--- config.mk ---
export PLATFORM = sky130hd
export DESIGN_NAME = acs_sequencer
export DESIGN_NICKNAME = d
export VERILOG_FILES = /design/src/include/acs_pkg.sv /design/src/rtl/acs_sequencer.sv /design/src/rtl/acs_tad_gen.sv
export VERILOG_INCLUDE_DIRS = /design/src /design/src/include
export SDC_FILE = /design/constraint.sdc
export NUM_CORES = 1
export LEC_CHECK = 0
export BUFFER_PORTS_ARGS = -buffer_cell sky130_fd_sc_hd__buf_2
export CAP_MARGIN = 20
export CORE_UTILIZATION = 60
export CTS_CLUSTER_SIZE = 8
export DETAILED_ROUTE_END_ITERATION = 6
export GPL_TIMING_DRIVEN = 1
export PLACE_DENSITY = 0.84
export SKIP_CTS_REPAIR_TIMING = 1
export SLEW_MARGIN = 40
export SYNTH_ARGS = -nofsm -noshare
export SYNTH_HDL_FRONTEND = slang
export SYNTH_SLANG_ARGS = --single-unit
--- constraint.sdc ---
create_clock -name CLK -period 6.2 [get_ports CLK]
set_clock_uncertainty 0.15 [all_clocks]
set_input_delay 0.62 -clock CLK [delete_from_list [all_inputs] [get_ports CLK]]
set_output_delay 0.62 -clock CLK [all_outputs]
set_load 0.05 [all_outputs]
--- src/include/acs_cfg.svh ---
// Constants of the conversion sequencer: timing counts, field widths and codes, buffer depth.
// Assumes a 250 MHz system clock and a converter clock enable pulse from a divider.
`ifndef ACS_CFG_SVH
`define ACS_CFG_SVH

// ----------------------------------------------------------------------------
// Timing
// ----------------------------------------------------------------------------
`define ACS_CONV_TAD      4'hc
`define ACS_MIN_ACQ_TAD   4'h2
`define ACS_TAD_DIV_W     4
`define ACS_TRIG_DLY_NS   8'h0a
`define ACS_CLK_NS        8'h04
`define ACS_PWRUP_CYC     12'h4e2
`define ACS_TRIG_DLY_CYC  ((`ACS_TRIG_DLY_NS + `ACS_CLK_NS - 8'h01) / `ACS_CLK_NS)

// ----------------------------------------------------------------------------
// Fields
// ----------------------------------------------------------------------------
`define ACS_TRIG_W        5
`define ACS_ACQ_W         4
`define ACS_DEPTH_EVERY   2'h0
`define ACS_DEPTH_2_4     2'h1
`define ACS_DEPTH_4       2'h2
`define ACS_RES_W         10
`define ACS_WORDS         4

`endif

--- src/include/acs_pkg.sv ---
// Types of the conversion sequencer.
// Assumes acs_cfg.svh is in the include path.
package acs_pkg;

  // --------------------------------------------------------------------------
  // Sequencer states
  // --------------------------------------------------------------------------
  typedef enum logic [3:0] {
    ST_IDLE = 4'b0001,
    ST_ACQ  = 4'b0010,
    ST_CONV = 4'b0100,
    ST_DONE = 4'b1000
  } acs_state_t;

endpackage

--- src/rtl/acs_sequencer.sv ---
// Sample-then-convert sequencer of a 10-bit converter, controlled through plain ports.
// Assumes all inputs are synchronous to CLK and trigger inputs are single-cycle events.
//
// Overview of operation
// - Sample at least two converter clocks.
// - Acquisition field of two or more sets sample length.
// - Single-shot clears busy bit at finish.
// - Interrupt flag set on completion.
// - Buffer-empty clears after first stored result.
// - Conversion lasts exactly twelve converter clocks.
// - Trigger to conversion at least quarter cycle.
// - Five trigger enables; zero disables all.
// - Trigger sets busy, single-shot completion clears it.
// - Depth field chooses continuous-loop interrupt timing.
`include "acs_cfg.svh"
module acs_sequencer
(
  // Clock and reset
  input  wire logic                      CLK,
  input  wire logic                      RST,
  // Configuration
  input  wire logic                      CONV_POWER_ON,
  input  wire logic                      CONT_LOOP,
  input  wire logic [`ACS_TAD_DIV_W-1:0] TAD_DIV,
  input  wire logic [`ACS_ACQ_W-1:0]     ACQ_PERIOD,
  input  wire logic [`ACS_TRIG_W-1:0]    TRIGGER_SELECT,
  input  wire logic [1:0]                BUF_DEPTH_IRQ_SEL,
  // Software strobes
  input  wire logic                      SW_START,
  input  wire logic                      SW_STOP,
  input  wire logic                      IRQ_FLAG_CLR,
  input  wire logic                      BUF_READ,
  // Hardware trigger events
  input  wire logic [`ACS_TRIG_W-1:0]    TRIG_EVENT,
  // Analog front end
  input  wire logic [`ACS_RES_W-1:0]     CONV_DATA,
  output logic                           SAMPLE_EN,
  output logic                           CONVERT_EN,
  // Status
  output logic                           CONV_BUSY,
  output logic                           CONV_IRQ_FLAG,
  output logic                           RESULT_BUF_EMPTY,
  output logic [`ACS_RES_W-1:0]          RESULT_DATA
);

  acs_pkg::acs_state_t       state_q;
  logic                      tick;
  logic [3:0]                cnt_q;
  logic [1:0]                wptr_q;
  logic [1:0]                rptr_q;
  logic [2:0]                nwords_q;
  logic [`ACS_RES_W-1:0]     buf_q [`ACS_WORDS];
  logic [`ACS_TRIG_W-1:0]    trig_hit;
  logic                      start;
  logic                      dly_q;
  logic                      word_done;
  logic                      irq_evt;
  logic [3:0]                acq_len;

  // --------------------------------------------------------------------------
  // Start decision
  // --------------------------------------------------------------------------
  // Each trigger source has its own enable bit.
  genvar g;
  generate
    for (g = 0; g < `ACS_TRIG_W; g++)
    begin : g_trig
      assign trig_hit[g] = TRIGGER_SELECT[g] & TRIG_EVENT[g];
    end
  endgenerate

  // Starts outside the idle state are dropped.
  assign start = CONV_POWER_ON && (state_q == acs_pkg::ST_IDLE) && (SW_START || (|trig_hit));

  // The field counts converter clocks; below the floor the floor applies.
  assign acq_len = (ACQ_PERIOD < `ACS_MIN_ACQ_TAD) ? `ACS_MIN_ACQ_TAD : ACQ_PERIOD;

  assign word_done = (state_q == acs_pkg::ST_CONV) && tick && (cnt_q == `ACS_CONV_TAD - 4'h1);

  // --------------------------------------------------------------------------
  // Sequencer
  // --------------------------------------------------------------------------
  // SAMPLE_EN rises two system clocks after start, so conversion always trails a
  // trigger by far more than a quarter instruction cycle.
  always_ff @(posedge CLK or posedge RST)
  begin
    if (RST)
    begin
      state_q <= acs_pkg::ST_IDLE;
      cnt_q   <= 4'h0;
    end
    else if (!CONV_POWER_ON)
    begin
      state_q <= acs_pkg::ST_IDLE;
      cnt_q   <= 4'h0;
    end
    else
    begin
      case (state_q)
        acs_pkg::ST_IDLE:
        begin
          cnt_q <= 4'h0;
          if (start)
          begin
            state_q <= acs_pkg::ST_ACQ;
          end
        end
        acs_pkg::ST_ACQ:
        begin
          if (tick)
          begin
            if (cnt_q == acq_len - 4'h1)
            begin
              cnt_q   <= 4'h0;
              state_q <= acs_pkg::ST_CONV;
            end
            else
            begin
              cnt_q <= cnt_q + 4'h1;
            end
          end
        end
        acs_pkg::ST_CONV:
        begin
          if (word_done)
          begin
            cnt_q   <= 4'h0;
            state_q <= acs_pkg::ST_DONE;
          end
          else if (tick)
          begin
            cnt_q <= cnt_q + 4'h1;
          end
        end
        acs_pkg::ST_DONE:
        begin
          // Continuous loop resamples until software stops it.
          if (CONT_LOOP && !SW_STOP)
          begin
            state_q <= acs_pkg::ST_ACQ;
          end
          else
          begin
            state_q <= acs_pkg::ST_IDLE;
          end
        end
        default:
        begin
          state_q <= acs_pkg::ST_IDLE;
          cnt_q   <= 4'h0;
        end
      endcase
    end
  end

  // --------------------------------------------------------------------------
  // Outputs to the front end and busy bit
  // --------------------------------------------------------------------------
  always_ff @(posedge CLK or posedge RST)
  begin
    if (RST)
    begin
      SAMPLE_EN  <= 1'b0;
      CONVERT_EN <= 1'b0;
      CONV_BUSY  <= 1'b0;
      dly_q      <= 1'b0;
    end
    else
    begin
      SAMPLE_EN  <= CONV_POWER_ON && (state_q == acs_pkg::ST_ACQ);
      CONVERT_EN <= CONV_POWER_ON && (state_q == acs_pkg::ST_CONV);
      dly_q      <= start;
      if (start)
      begin
        CONV_BUSY <= 1'b1;
      end
      else if (!CONV_POWER_ON || (state_q == acs_pkg::ST_IDLE && !dly_q))
      begin
        CONV_BUSY <= 1'b0;
      end
    end
  end

  // --------------------------------------------------------------------------
  // Result buffer and interrupt flag
  // --------------------------------------------------------------------------
  // The stored word only changes when written, so no reset is needed here.
  always_ff @(posedge CLK)
  begin
    if (word_done)
    begin
      buf_q[wptr_q] <= CONV_DATA;
    end
  end

  // Continuous loop picks its interrupt by the depth field; single-shot ignores it.
  always_comb
  begin
    irq_evt = 1'b0;
    if (word_done)
    begin
      if (!CONT_LOOP)
      begin
        irq_evt = 1'b1;
      end
      else
      begin
        case (BUF_DEPTH_IRQ_SEL)
          `ACS_DEPTH_EVERY: irq_evt = 1'b1;
          `ACS_DEPTH_2_4:   irq_evt = wptr_q[0];
          `ACS_DEPTH_4:     irq_evt = (wptr_q == 2'h3);
          default:          irq_evt = 1'b0;
        endcase
      end
    end
  end

  always_ff @(posedge CLK or posedge RST)
  begin
    if (RST)
    begin
      CONV_IRQ_FLAG <= 1'b0;
    end
    else if (irq_evt)
    begin
      CONV_IRQ_FLAG <= 1'b1;
    end
    else if (IRQ_FLAG_CLR)
    begin
      CONV_IRQ_FLAG <= 1'b0;
    end
  end

  // A write in the same cycle as a read leaves the count unchanged.
  always_ff @(posedge CLK or posedge RST)
  begin
    if (RST)
    begin
      wptr_q           <= 2'h0;
      rptr_q           <= 2'h0;
      nwords_q         <= 3'h0;
      RESULT_BUF_EMPTY <= 1'b1;
      RESULT_DATA      <= '0;
    end
    else
    begin
      if (word_done)
      begin
        wptr_q <= wptr_q + 2'h1;
      end
      if (BUF_READ && nwords_q != 3'h0)
      begin
        rptr_q      <= rptr_q + 2'h1;
        RESULT_DATA <= buf_q[rptr_q];
      end
      if (word_done && !(BUF_READ && nwords_q != 3'h0) && nwords_q != 3'h4)
      begin
        nwords_q         <= nwords_q + 3'h1;
        RESULT_BUF_EMPTY <= 1'b0;
      end
      else if (!word_done && BUF_READ && nwords_q != 3'h0)
      begin
        nwords_q         <= nwords_q - 3'h1;
        RESULT_BUF_EMPTY <= (nwords_q == 3'h1);
      end
    end
  end

  acs_tad_gen u_tad
  (
    .clk  (CLK),
    .rst  (RST),
    .run  (CONV_POWER_ON),
    .div  (TAD_DIV),
    .tick (tick)
  );

endmodule

--- src/rtl/acs_tad_gen.sv ---
// Converter clock generator: one-cycle pulse every (div+1) system clocks.
// Assumes the divider value is steady while the converter is powered.
`include "acs_cfg.svh"
module acs_tad_gen
(
  // Clock and reset
  input  wire logic                      clk,
  input  wire logic                      rst,
  // Control
  input  wire logic                      run,
  input  wire logic [`ACS_TAD_DIV_W-1:0] div,
  // Converter clock tick
  output logic                           tick
);

  logic [`ACS_TAD_DIV_W-1:0] cnt_q;

  // Held in reset while powered off.
  always_ff @(posedge clk or posedge rst)
  begin
    if (rst)
    begin
      cnt_q <= '0;
      tick  <= 1'b0;
    end
    else if (!run)
    begin
      cnt_q <= '0;
      tick  <= 1'b0;
    end
    else if (cnt_q == div)
    begin
      cnt_q <= '0;
      tick  <= 1'b1;
    end
    else
    begin
      cnt_q <= cnt_q + 1'b1;
      tick  <= 1'b0;
    end
  end

endmodule

# Word-level counts from Yosys, hierarchy flattened
# Memories as Yosys holds them, arrays and structs flattened. A register that Yosys moved wholly into a read port is not among the register bits.
# Index checks and enable logic that the tools add are counted.
# op_classes
reduce_logical	28
bitwise	5
mul	0
shift	0
magnitude_cmp	1
n_addsub	7
n_mux	31
eq_ne	18
div	0
# ops
operator	n
two-way mux 4 bit	13
case mux 4 bit (4 select lines)	1
logical AND 1 bit	13
two-way mux 1 bit	12
!= test 3 bit, second input constant	4
case mux 4 bit (3 select lines)	1
adder 4 x 1 -> 4 bit, second input constant	2
equality test 4 bit	2
equality test 4 bit, second input constant	2
two-way mux 3 bit	2
nonzero test 2 bit	3
bitwise AND 1 bit	5
zero test 1 bit	5
OR reduction 5 bit	1
adder 2 x 1 -> 2 bit, second input constant	2
equality test 2 bit, second input constant	2
equality test 4 x 1 -> 1 bit, second input constant	1
equality test 4 x 2 -> 1 bit, second input constant	1
equality test 4 x 3 -> 1 bit, second input constant	1
< comparator 4 x 2 -> 1 bit, second input constant	1
!= test 4 x 3 -> 1 bit, second input constant	1
AND reduction 4 bit	1
subtractor 4 x 1 -> 4 bit, second input constant	1
adder 3 x 1 -> 3 bit, second input constant	1
other kinds (11)	12
# totals
romBits	0
latchBits	0
n_memories	1
mem_bits_rw	40
regBits	26
input_bits	38
# memory_table
name	depth	width	read_ports	rd_ports_with_merged_regs	write_ports	line	text
buf_q	4	10	1	1	1	acs_sequencer.sv:52	logic [`ACS_RES_W-1:0] buf_q [`ACS_WORDS];

# Logic depth before layout (Yosys ltp)
# depth
word_depth	8
mapped_depth	8
depth_no_buf	8

# Hierarchy
# A second synthesis with hierarchy kept.
# hier_totals
hier_cells	251
hier_area_um2	3483.3
# by_module_without_submodules
module	n_inst	area_each_um2	seq_area_each_um2	cells_per_inst
acs_sequencer	1	3233.1	1979.4	230
acs_tad_gen	1	250.2	125.1	21

# Worst setup path before layout
# No wires, ideal clock.
# synth_path
kind	register -> register
startpoint	register cnt_q[0]
endpoint	memory buf_q[0][0] (netlist bit), enable pin
setup_ps	343
stages_incl_launch_ff	5
arrival_ps	1732
slack_ps	3975
synth_period_minus_slack_ps	2225
required_ps	5707
cell_sequence	dfrtp_1 ha_1 nand4b_2 nor4_1 and2_1
# synth_via
elab_chain_cells	4
# synth_lines
item	line	text
start, declared	acs_sequencer.sv:48	logic [3:0] cnt_q;
start signal, assigned	acs_sequencer.sv:119	cnt_q <= cnt_q + 4'h1;
start signal, assigned	acs_sequencer.sv:132	cnt_q <= cnt_q + 4'h1;
equality test 4 bit	acs_sequencer.sv:78	assign word_done = (state_q == acs_pkg::ST_CONV) && tick && (cnt_q == `ACS_CONV_TAD - 4'h1);
logical AND 1 bit	acs_sequencer.sv:78	
two-way mux 1 bit	acs_sequencer.sv:190	if (word_done)
two-way mux 1 bit (implied by the code)	acs_sequencer.sv:192	buf_q[wptr_q] <= CONV_DATA;
end, declared	acs_sequencer.sv:52	
# Every way passes these cells.

# Worst setup path after layout
# layout_path
startpoint	register cnt_q[0]
endpoint	memory buf_q[3][2] (netlist bit), enable pin
# The elaborated chain is that of the path after synthesis.

==> impl_metrics.prom <==
# TYPE chip_impl_metric gauge
chip_impl_info{name="cts_tree",value="yes"} 1
chip_impl_metric{name="buffer_ports.inserted",unit=""} 52
chip_impl_metric{name="critical_path_arrival",unit="ps"} 2270
chip_impl_info{name="synth_common_cells",value="40 x edfxtp_1, 34 x dfrtp_1, 17 x nor2_1"} 1
chip_impl_metric{name="antenna-diode-count",unit=""} 0
chip_impl_metric{name="fp.dieArea",unit="um^2"} 5970
chip_impl_info{name="yosysMostFrequentCell",value="edfxtp_1"} 1
chip_impl_metric{name="synth-edff-count",unit=""} 40
chip_impl_metric{name="antenna_found_initial",unit=""} 0
chip_impl_metric{name="cts_made_buffers",unit=""} 9
chip_impl_metric{name="placement.cell_area",unit="um^2"} 3730
chip_impl_metric{name="ir_drop",unit="mV"} 0.217
chip_impl_metric{name="grt_usage",unit="%"} 22.4
chip_impl_metric{name="power_density",unit="nW/um^2"} 374
chip_impl_info{name="rsz0062_at_grt",value="false"} 1
chip_impl_metric{name="first_pass_grt_wire_length",unit="mm"} 9.92
chip_impl_metric{name="synth_seq_area_share",unit="%"} 61.9
chip_impl_metric{name="maxSlewViolCount",unit=""} 0
chip_impl_metric{name="p_leak",unit="uW"} 0.00166
chip_impl_metric{name="first_pass_iters",unit=""} 4
chip_impl_info{name="worst_setup_path_end_kind",value="flop"} 1
chip_impl_metric{name="drt_drc_violations_left",unit=""} 0
chip_impl_metric{name="dp.final_hpwl",unit="mm"} 4.26
chip_impl_metric{name="worst_skew_pair_later_pin_latency",unit="ps"} 340
chip_impl_metric{name="synth.cell_area",unit="um^2"} 3400
chip_impl_metric{name="asyncSetResetFlopFracSynth",unit="%"} 47.4
chip_impl_metric{name="worstMarginPinSlew",unit="ps"} 713
chip_impl_metric{name="clock_tree.buffer_depth",unit=""} 2
chip_impl_metric{name="post-route-worst-setup-slack",unit="ps"} 3760
chip_impl_metric{name="max_clock_freq",unit="GHz"} 0.410
chip_impl_metric{name="share_of_post_route_cells_with_drive_strength_above_1",unit="%"} 33.0
chip_impl_metric{name="via_count_of_the_first_global_routing_pass",unit=""} 1997
chip_impl_info{name="synth_largest_area_cell",value="edfxtp_1"} 1
chip_impl_info{name="clock-root-buffer",value="clkbuf_8"} 1
chip_impl_metric{name="routedWlPerCell",unit="um"} 16.1
chip_impl_metric{name="dpl_ws",unit="ps"} 3620
chip_impl_metric{name="die_x",unit="um"} 77.3
chip_impl_metric{name="global_route.overflow_total",unit=""} 0
chip_impl_metric{name="drtIter0Drc",unit=""} 99
chip_impl_info{name="crit_path_start_kind",value="flop"} 1
chip_impl_info{name="timing.setup.critical_path_class",value="flop to flop"} 1
chip_impl_metric{name="setup_total_negative_slack",unit="ps"} 0
chip_impl_metric{name="fp.coreArea",unit="um^2"} 5470
chip_impl_metric{name="synthesis.instances",unit=""} 236
chip_impl_metric{name="synth_top_area_share",unit="%"} 35.3
chip_impl_metric{name="worst_slew_margin_rel",unit="%"} 52.4
chip_impl_metric{name="synth_cell_type_count",unit=""} 50
chip_impl_info{name="yosys-top-cells-area",value="edfxtp_1 35%, dfrtp_1 25%, mux4_2 6.6%, ha_1 4.0%, mux2_2 3.3%"} 1
chip_impl_metric{name="finalCritPeriodShare",unit="%"} 39.4
chip_impl_metric{name="placementRows",unit=""} 27
chip_impl_info{name="holdCritPathClass",value="primary input to async pin"} 1
chip_impl_metric{name="synth_fp_nets",unit=""} 285
chip_impl_metric{name="hold_viol",unit=""} 0
chip_impl_metric{name="initial_core_util",unit="%"} 62.1
chip_impl_metric{name="setup_viol",unit=""} 0
chip_impl_metric{name="finalWorstPathRequiredPeriod",unit="ps"} 2440
chip_impl_metric{name="ys.warnings.count",unit=""} 0
chip_impl_metric{name="postLayoutCellArea",unit="um^2"} 3920
chip_impl_metric{name="tritoncts_num_sinks",unit=""} 76
chip_impl_metric{name="worstPathRequired",unit="ps"} 6030
chip_impl_metric{name="final_net_count",unit=""} 344
chip_impl_metric{name="die_height",unit="um"} 77.3
chip_impl_metric{name="cts.clk_slew.worst_paths",unit="ps"} 80
chip_impl_metric{name="area_growth_from_synthesis_to_layout",unit="%"} 15.3
chip_impl_metric{name="yosys_register_bits",unit=""} 76
chip_impl_metric{name="ctsHtreeMaxLevel",unit=""} 3
chip_impl_metric{name="critPathMaxFanout",unit=""} 10
chip_impl_metric{name="viasPerCell",unit=""} 5.60
chip_impl_metric{name="ant_nets",unit=""} 0
chip_impl_metric{name="pin_count_of_the_biggest_net_entering_global_routing",unit=""} 37
chip_impl_metric{name="cap_viol_max_count",unit=""} 0
chip_impl_metric{name="io-pin-count",unit=""} 53
chip_impl_metric{name="globalplace.congestion",unit=""} 0.866
chip_impl_info{name="outcome",value="complete, no violations"} 1
chip_impl_metric{name="syn_avg_cell_area",unit="um^2"} 14.4
chip_impl_info{name="ys.flop_type",value="edfxtp_1"} 1
chip_impl_metric{name="vias_post_dr",unit=""} 2084
chip_impl_metric{name="totalWireLength",unit="mm"} 6.01
-- worst paths after layout --
check / from / endpoint / slack (ps) / depth (start not counted)
min in group CLK: IRQ_FLAG_CLR / CONV_IRQ_FLAG / 300 / 2
hold reg to reg: u_tad.cnt_q[0] / u_tad.cnt_q[0] / 360 / 1
hold / removal: RST / nwords_q[1] / 220 / 3
setup / recovery: cnt_q[0] / buf_q[3][2] / 3760 / 4
max in group asynchronous: RST / state_q[0] / 5320 / 3
setup reg to reg: cnt_q[0] / buf_q[3][2] / 3760 / 4
-- layout make-up --
| class | count | area, um^2 |
|---|---|---|
| timing repair buffer | 53 | 268 |
| inverter | 13 | 48.8 |
| clock inverter | 5 | 35.0 |
| clock buffer | 11 | 151 |
| fill | 371 | 1550 |
| sequential | 76 | 2100 |
| multi-input combinational | 142 | 1220 |
| tap | 72 | 90.1 |
-- power by group --
group / switching (uW) / leakage, uW / internal [uW]
sequential: 74.5 / 0.000816 / 595
clock: 178 / 0.0000957 / 168
combinational: 260 / 0.000743 / 189
-- layout by cell type, fill, tap and decap left out, drive strengths merged, types with 7 or more instances in the layout --
| cell | Yosys | final |
|---|---|---|
| mux4 | 10 | 10 |
| nand2 | 7 | 7 |
| xnor2 | 11 | 11 |
| inv | 13 | 14 |
| ha | 11 | 11 |
| nor2 | 17 | 17 |
| buf | 3 | 53 |
| dfrtp | 34 | 34 |
| edfxtp | 40 | 40 |
| mux2 | 10 | 10 |
| clkbuf | 2 | 11 |
| o21ai | 9 | 9 |
-- through the flow --
stage / instances / total power [uW] / hold slack (ps) / util [%]
2_1_floorplan: 236 / 1020 / 319 / -
6_report: 372 / 1460 / 216 / 71.6
3_3_place_gp: 356 / 1120 / 331 / 68.1
3_5_place_dp: 356 / 1130 / 338 / 68.2
5_1_grt: 372 / 1530 / 263 / 71.6
4_1_cts: 372 / 1470 / 231 / 71.6
-- worst max-delay path, cell delays in order (launching register included) --
cell and delay, ps:
dfrtp_1 430, ha_1 240, nand4b_2 180, nor4_2 540
and2_1 550
-- sequential cells by signal, summed over array words and instances (netlist names) --
name	flops
buf_q	40
RESULT_DATA	10
cnt_q	4
state_q	4
u_tad.cnt_q	4
nwords_q	3
rptr_q	2
wptr_q	2
CONVERT_EN	1
CONV_BUSY	1
CONV_IRQ_FLAG	1
RESULT_BUF_EMPTY	1
SAMPLE_EN	1
dly_q	1
u_tad.tick	1
-- logic make-up (layout without fill, tap and decap cells) --
| family | Yosys count | count (layout) | share of synthesized area [%] |
|---|---|---|---|
| mux | 22 | 22 | 10.5 |
| xor+xnor | 14 | 14 | 4.05 |
| simple gates | 59 | 59 | 9.82 |
| buf+inv | 18 | 82 | 2.35 |
| compound gates | 35 | 35 | 7.03 |
| flops | 76 | 76 | 61.9 |
| fa+ha+maj | 12 | 12 | 4.34 |
-- routing by layer --
layer / GRT usage [%] / share of wire, % / up-vias
met3: 4.29 / 4.5 / 11
met5: 0 / 0 / -
met1: 31.7 / 44 / 1015
met2: 34.0 / 49 / 58
met4: 10.2 / 1.8 / 0
li1: - / - / 1000
Note: power is estimated with default switching activity, not from simulation.
